### src/rtl/bbsr_pkg.sv
// Package for the bidirectional bus shift register: register map and field layout.
// Assumes a 32-bit AHB-Lite register bus with word-aligned registers.
package bbsr_pkg;

  // ------------------------------------------------------------
  // Register offsets (byte addresses)
  // ------------------------------------------------------------
  localparam logic [7:0] BBSR_CTRL_OFS = 8'h00;
  localparam logic [7:0] BBSR_DATA_OFS = 8'h04;
  localparam logic [7:0] BBSR_STAT_OFS = 8'h08;

  // ------------------------------------------------------------
  // Control register fields
  // ------------------------------------------------------------
  localparam int BBSR_CTRL_AEN_BIT = 0;
  localparam int BBSR_CTRL_DIR_BIT = 1;
  localparam int BBSR_CTRL_ASYNC_BIT = 2;
  localparam int BBSR_CTRL_PAR_BIT = 3;
  localparam int BBSR_CTRL_WIDTH = 4;
  localparam logic [3:0] BBSR_CTRL_RESET = 4'h0;

  // ------------------------------------------------------------
  // Status register fields
  // ------------------------------------------------------------
  localparam int BBSR_STAT_SCLK_BIT = 0;
  localparam int BBSR_STAT_SOUT_BIT = 1;

  // ------------------------------------------------------------
  // Defaults
  // ------------------------------------------------------------
  localparam int BBSR_STAGES = 8;
  localparam logic [7:0] BBSR_DATA_RESET = 8'h00;
  localparam int BBSR_SYNC_DEPTH = 2;

endpackage

### src/rtl/bbsr_top.sv
// Eight-stage bidirectional bus register with serial path and AHB-Lite control.
// Assumes pins A, B, serial input and shift clock are asynchronous to CLK.
//
// Operation
// - Eight stages, two parallel bidirectional ports
// - A port used only while enabled
// - Direction one: A in, B out
// - Synchronous parallel load on shift clock rise
// - Asynchronous parallel load follows input continuously
// - Serial mode ignores async select, always synchronous
// - Parallel select loads from current input port
// - Serial select shifts data on clock rise
// - Shift clock ignored in asynchronous parallel mode
// - Stage update follows clock or asynchronous path
// - Only the selected output port drives
`timescale 1ns/100ps

module bbsr_top
  import bbsr_pkg::*;
#(
  parameter int STAGES = BBSR_STAGES
) (
  input wire logic CLK,
  input wire logic RESETN,
  input wire logic HSEL,
  input wire logic [31:0] HADDR,
  input wire logic [1:0] HTRANS,
  input wire logic HWRITE,
  input wire logic [2:0] HSIZE,
  input wire logic [31:0] HWDATA,
  input wire logic HREADY,
  output logic [31:0] HRDATA,
  output logic HREADYOUT,
  output logic HRESP,
  input wire logic SHIFT_CLK,
  input wire logic SERIAL_IN,
  output logic SERIAL_OUT,
  input wire logic [STAGES-1:0] A_IN,
  output logic [STAGES-1:0] A_OUT,
  output logic [STAGES-1:0] A_OE,
  input wire logic [STAGES-1:0] B_IN,
  output logic [STAGES-1:0] B_OUT,
  output logic [STAGES-1:0] B_OE
);

  // ------------------------------------------------------------
  // Elaboration checks
  // ------------------------------------------------------------
  // Reset value and register map are laid out for eight stages
  if (STAGES != BBSR_STAGES) begin : g_stages_bad
    $error("STAGES must be 8");
  end

  // Pin synchronisers below are built two flip-flops deep
  if (BBSR_SYNC_DEPTH != 2) begin : g_sync_bad
    $error("Synchroniser depth must be 2");
  end

  // ------------------------------------------------------------
  // Input synchronisers
  // ------------------------------------------------------------
  logic [STAGES-1:0] a_sync;
  logic [STAGES-1:0] b_sync;
  logic sin_meta_reg;
  logic sin_sync_reg;
  logic sclk_meta_reg;
  logic sclk_sync_reg;
  logic sclk_prev_reg;

  // Parallel port pins, one synchroniser per line
  for (genvar i = 0; i < STAGES; i++) begin : g_pin_sync
    logic a_meta_reg;
    logic a_sync_reg;
    logic b_meta_reg;
    logic b_sync_reg;

    always_ff @(posedge CLK or negedge RESETN) begin
      if (!RESETN) begin
        a_meta_reg <= 1'b0;
        a_sync_reg <= 1'b0;
      end else begin
        a_meta_reg <= A_IN[i];
        a_sync_reg <= a_meta_reg;
      end
    end

    always_ff @(posedge CLK or negedge RESETN) begin
      if (!RESETN) begin
        b_meta_reg <= 1'b0;
        b_sync_reg <= 1'b0;
      end else begin
        b_meta_reg <= B_IN[i];
        b_sync_reg <= b_meta_reg;
      end
    end

    assign a_sync[i] = a_sync_reg;
    assign b_sync[i] = b_sync_reg;
  end

  // Serial data pin
  always_ff @(posedge CLK or negedge RESETN) begin
    if (!RESETN) begin
      sin_meta_reg <= 1'b0;
      sin_sync_reg <= 1'b0;
    end else begin
      sin_meta_reg <= SERIAL_IN;
      sin_sync_reg <= sin_meta_reg;
    end
  end

  // Shift clock pin and its edge history; idle level is low
  always_ff @(posedge CLK or negedge RESETN) begin
    if (!RESETN) begin
      sclk_meta_reg <= 1'b0;
      sclk_sync_reg <= 1'b0;
      sclk_prev_reg <= 1'b0;
    end else begin
      sclk_meta_reg <= SHIFT_CLK;
      sclk_sync_reg <= sclk_meta_reg;
      sclk_prev_reg <= sclk_sync_reg;
    end
  end

  // ------------------------------------------------------------
  // AHB-Lite slave
  // ------------------------------------------------------------
  logic [BBSR_CTRL_WIDTH-1:0] ctrl_reg;
  logic [STAGES-1:0] stage_reg;
  logic wr_pend_reg;
  logic [7:0] wr_addr_reg;
  logic [31:0] rdata_reg;
  logic addr_valid;

  function automatic logic [31:0] read_word(input logic [7:0] ofs,
                                            input logic [BBSR_CTRL_WIDTH-1:0] ctrl,
                                            input logic [STAGES-1:0] data,
                                            input logic sclk,
                                            input logic sout);
    logic [31:0] w;
    w = 32'h0000_0000;
    case (ofs)
      BBSR_CTRL_OFS: w[BBSR_CTRL_WIDTH-1:0] = ctrl;
      BBSR_DATA_OFS: w[STAGES-1:0] = data;
      BBSR_STAT_OFS: begin
        w[BBSR_STAT_SCLK_BIT] = sclk;
        w[BBSR_STAT_SOUT_BIT] = sout;
      end
      default: w = 32'h0000_0000;
    endcase
    return w;
  endfunction

  logic rd_take;
  logic wr_take;
  logic ctrl_wr;

  // A transfer is taken in its address phase; HSIZE is not decoded
  assign addr_valid = HSEL && HREADY && HTRANS[1];
  assign rd_take = addr_valid && !HWRITE;
  assign wr_take = addr_valid && HWRITE;

  // Write request waits one cycle for its data phase
  always_ff @(posedge CLK or negedge RESETN) begin
    if (!RESETN) begin
      wr_pend_reg <= 1'b0;
    end else begin
      wr_pend_reg <= wr_take;
    end
  end

  // Address of the pending write
  always_ff @(posedge CLK or negedge RESETN) begin
    if (!RESETN) begin
      wr_addr_reg <= 8'h00;
    end else if (wr_take) begin
      wr_addr_reg <= HADDR[7:0];
    end
  end

  // Only the control register accepts writes
  assign ctrl_wr = wr_pend_reg && (wr_addr_reg == BBSR_CTRL_OFS);

  always_ff @(posedge CLK or negedge RESETN) begin
    if (!RESETN) begin
      rdata_reg <= 32'h0000_0000;
    end else if (rd_take) begin
      rdata_reg <= read_word(HADDR[7:0], ctrl_reg, stage_reg, sclk_sync_reg,
                             stage_reg[STAGES-1]);
    end
  end

  always_ff @(posedge CLK or negedge RESETN) begin
    if (!RESETN) begin
      ctrl_reg <= BBSR_CTRL_RESET;
    end else if (ctrl_wr) begin
      ctrl_reg <= HWDATA[BBSR_CTRL_WIDTH-1:0];
    end
  end

  assign HRDATA = rdata_reg;
  assign HREADYOUT = 1'b1;
  assign HRESP = 1'b0;

  // ------------------------------------------------------------
  // Control decode
  // ------------------------------------------------------------
  logic a_en;
  logic dir_a_to_b;
  logic async_sel;
  logic par_sel;
  logic clk_rise;
  logic in_valid;
  logic par_load;
  logic ser_shift;
  logic [STAGES-1:0] par_in;
  logic [STAGES-1:0] shift_in;
  logic [STAGES-1:0] stage_next;

  assign a_en = ctrl_reg[BBSR_CTRL_AEN_BIT];
  assign dir_a_to_b = ctrl_reg[BBSR_CTRL_DIR_BIT];
  assign async_sel = ctrl_reg[BBSR_CTRL_ASYNC_BIT];
  assign par_sel = ctrl_reg[BBSR_CTRL_PAR_BIT];
  assign clk_rise = sclk_sync_reg && !sclk_prev_reg;
  assign par_in = dir_a_to_b ? a_sync : b_sync;
  assign in_valid = dir_a_to_b ? a_en : 1'b1;
  // Asynchronous parallel mode copies the input on every CLK edge
  assign par_load = par_sel && in_valid && (async_sel || clk_rise);
  // Serial mode shifts on the shift clock alone
  assign ser_shift = !par_sel && clk_rise;
  assign shift_in = {stage_reg[STAGES-2:0], sin_sync_reg};

  // ------------------------------------------------------------
  // Register stages
  // ------------------------------------------------------------
  function automatic logic pick_stage(input logic load,
                                      input logic shift,
                                      input logic par_bit,
                                      input logic shift_bit,
                                      input logic hold_bit);
    logic b;
    b = hold_bit;
    if (load) begin
      b = par_bit;
    end else if (shift) begin
      b = shift_bit;
    end
    return b;
  endfunction

  for (genvar i = 0; i < STAGES; i++) begin : g_stage
    assign stage_next[i] = pick_stage(par_load, ser_shift, par_in[i], shift_in[i],
                                      stage_reg[i]);
  end

  always_ff @(posedge CLK or negedge RESETN) begin
    if (!RESETN) begin
      stage_reg <= BBSR_DATA_RESET;
    end else begin
      stage_reg <= stage_next;
    end
  end

  // ------------------------------------------------------------
  // Pin drive
  // ------------------------------------------------------------
  logic a_drive;
  logic b_drive;

  // Only the output port drives; the input port stays released
  assign a_drive = a_en && !dir_a_to_b;
  assign b_drive = dir_a_to_b;
  assign A_OUT = stage_reg;
  assign B_OUT = stage_reg;
  assign A_OE = {STAGES{a_drive}};
  assign B_OE = {STAGES{b_drive}};
  assign SERIAL_OUT = stage_reg[STAGES-1];

endmodule

### config.mk
export PLATFORM = sky130hd
export DESIGN_NAME = bbsr_top
export DESIGN_NICKNAME = d
export VERILOG_FILES = /design/src/rtl/bbsr_pkg.sv /design/src/rtl/bbsr_top.sv
export SDC_FILE = /design/constraint.sdc
export NUM_CORES = 1
export LEC_CHECK = 0
export ABC_AREA = 1
export BUFFER_PORTS_ARGS = -buffer_cell sky130_fd_sc_hd__buf_2
export CAP_MARGIN = 25
export CORE_UTILIZATION = 47
export DETAILED_ROUTE_END_ITERATION = 8
export GPL_TIMING_DRIVEN = 1
export PLACE_DENSITY_LB_ADDON = 0.05
export RECOVER_POWER = 100
export REMOVE_ABC_BUFFERS = 1
export SLEW_MARGIN = 0
export SYNTH_ARGS = -nofsm -noshare
export SYNTH_HDL_FRONTEND = slang
export SYNTH_SLANG_ARGS = --single-unit
### constraint.sdc
create_clock -name CLK -period 3.75 [get_ports CLK]
set_input_delay 0.5625 -clock CLK [delete_from_list [all_inputs] [get_ports CLK]]
set_output_delay 0.5625 -clock CLK [all_outputs]
set_load 0.02 [all_outputs]
==> flow_metrics.env <==
export IMPL_skew_ns=0.00717
export IMPL_cap_violations=1
export IMPL_cp_data_required_time_ns=3.19
export IMPL_first_pass_iters=4
export IMPL_fin_ws_ns=1.54
export IMPL_die_x_microns=79.0
export IMPL_worstMarginPinSlew_ns=2.09
export IMPL_diodes=0
export IMPL_synth_warnings=0
export IMPL_netlist_instances=286
export IMPL_drt_initial_drc_count=49
export IMPL_via_per_inst=4.33
export IMPL_postSynthAreaPerCell_sq_um=9.75
export IMPL_cts_resized_gates=0
export IMPL_path_clk_slew_ns=0.07
export IMPL_startpoint_type="flop"
export IMPL_vdd_drop_max_v=0.000326
export IMPL_io_pins=159
export IMPL_core_region_area_sq_um=5610
export IMPL_cts_hold_buf=0
export IMPL_fin_crit_ns=2.21
export IMPL_design_area_sq_um=3100
export IMPL_numCtsBuffers=9
export IMPL_place_area_sq_um=2960
export IMPL_gr_total_overflow=0
export IMPL_violations="capacitance limit, slew limit"
export IMPL_fillers=553
export IMPL_root_buffer="clkbuf_8"
export IMPL_cts_tree="yes"
export IMPL_htree_num_levels=3
export IMPL_drt_total_wl_microns=4510
export IMPL_post_cts_buffers=0
export IMPL_initial_core_util=0.497
export IMPL_grt_usage=0.160
export IMPL_synth_seq_cells=66
export IMPL_leakage_uw=0.00158
export IMPL_maxSlewHeadroom=-0.396
export IMPL_fin_hold_ws_ns=0.318
export IMPL_layout_commonest_cell="nand2_1"
export IMPL_clkSinkCount=66
export IMPL_io_buffers=76
export IMPL_preCtsSetupSlack_ns=1.97
export IMPL_wl_per_cell_microns=10.7
export IMPL_fin_setup_tns_ns=0
export IMPL_std_cell_rows=27
export IMPL_report_final_slew_viol_count=43
export IMPL_fmax_ghz=0.453
export IMPL_fin_nets=436
export IMPL_drc=0
export IMPL_hpwl_microns=3240
export IMPL_post_route_period_util=0.588
export IMPL_p_per_area_nw_per_um2=728
export IMPL_hold_viol=0
export IMPL_critPathKind="flop to primary output"
export IMPL_gp_congestion=0.752
export IMPL_vias=1825
export IMPL_dieArea_sq_um=6250
export IMPL_worstHoldPathType="input port to flop"
export IMPL_outcome="complete, but fails checks"
export IMPL_fp_dieH_microns=79.0
export IMPL_synth_cell_area_sq_um=2790
export IMPL_fin_util=0.553
export IMPL_drive_gt1_frac=0.178
export IMPL_crit_path_end_kind="primary output"
export IMPL_insertion_delay_ns=0.35
export IMPL_area_growth_pct=11.1
export IMPL_most_common_layout_cells="nand2_1, dfrtp_1, clkbuf_1"
export IMPL_antenna_left=0
export IMPL_grt_max_degree=43
export IMPL_ys_seq_area_frac=0.592
export IMPL_setup_violations=0
export IMPL_grt_setup_unrepaired="no"
export IMPL_grt_pass1_vias=1643
export IMPL_grt_pass1_wl_microns=7290
export IMPL_cts_buffer_depth=2
export IMPL_ys_types=20
export IMPL_antenna_found_initial=0
export IMPL_cp_arrival_ns=1.64
export IMPL_cp_max_fo=20
## worst max-delay path: stages, from the launching register on
cell and delay (ns):
dfrtp_1 0.60, nor2_1 0.42, clkbuf_1 0.28
## report_power, final
| part | switching [uW] | internal (uW) |
|---|---|---|
| Sequential | 124 | 815 |
| Clock | 267 | 393 |
| Combinational | 485 | 171 |
| Total | 876 | 1380 |
## per-stage QoR
stage                     std cells  power (uW)
after floorplan                 255        1400
after global placement          405        1680
after detailed placement        405        1690
after CTS                       421        2350
after global routing            421        2400
final                           421        2250
## cells by family after synthesis
group,share of synthesized area
compound gates,0.0265
buf+inv,0.173
flops,0.592
other cells,0.00269
simple gates,0.205
## worst paths after layout
check,start,endpoint,slack (ns),cells past startpoint
worst min register to register,g_pin_sync[6].a_meta_reg$_DFF_PN0_,g_pin_sync[6].a_sync_reg$_DFF_PN0_,0.34,0
worst max register to register,ctrl_reg[1]$_DFFE_PN0P_,A_OUT[5]$_DFFE_PN0P_,1.87,6
worst min-delay path,B_IN[5],g_pin_sync[5].b_meta_reg$_DFF_PN0_,0.32,1
min in group asynchronous,RESETN,wr_pend_reg$_DFF_PN0_,0.81,1
worst max-delay path,ctrl_reg[1]$_DFFE_PN0P_,A_OE[7],1.54,2
max in group asynchronous,RESETN,A_OUT[5]$_DFFE_PN0P_,1.57,3
## synth_stat cells
master	number	area, sq um
a21oi_2	1	8.76
buf_2	3	15.0
buf_4	51	383
buf_6	1	11.3
conb_1	2	7.51
dfrtp_1	66	1650
inv_1	12	45.0
inv_2	6	22.5
inv_4	1	6.26
nand2_1	84	315
nand2_2	3	18.8
nand3_1	26	130
nor2_1	11	41.3
nor2_2	3	18.8
nor2_4	2	22.5
nor3_2	1	10.0
nor3_4	1	16.3
o211ai_1	2	15.0
o21ai_0	2	10.0
o21ai_1	8	40.0
## area by class of cell
cell class,instances,area (sq um),share of cell area
clock buffer,10,138,0.0444
clock inverter,6,90.1,0.0291
inverter,19,72.6,0.0234
multi-input combinational,170,716,0.231
sequential,66,1650,0.533
tap,72,90.1,0.0291
timing repair buffer,78,342,0.110
## routing by layer
layer	global-route usage	share of wire	up-vias
met4	0.0818	0.017	0
li1	-	-	925
met3	0.0747	0.079	7
met2	0.246	0.48	72
met5	0	0	-
met1	0.189	0.43	821
No activity file was read; power rests on OpenSTA's default activity.
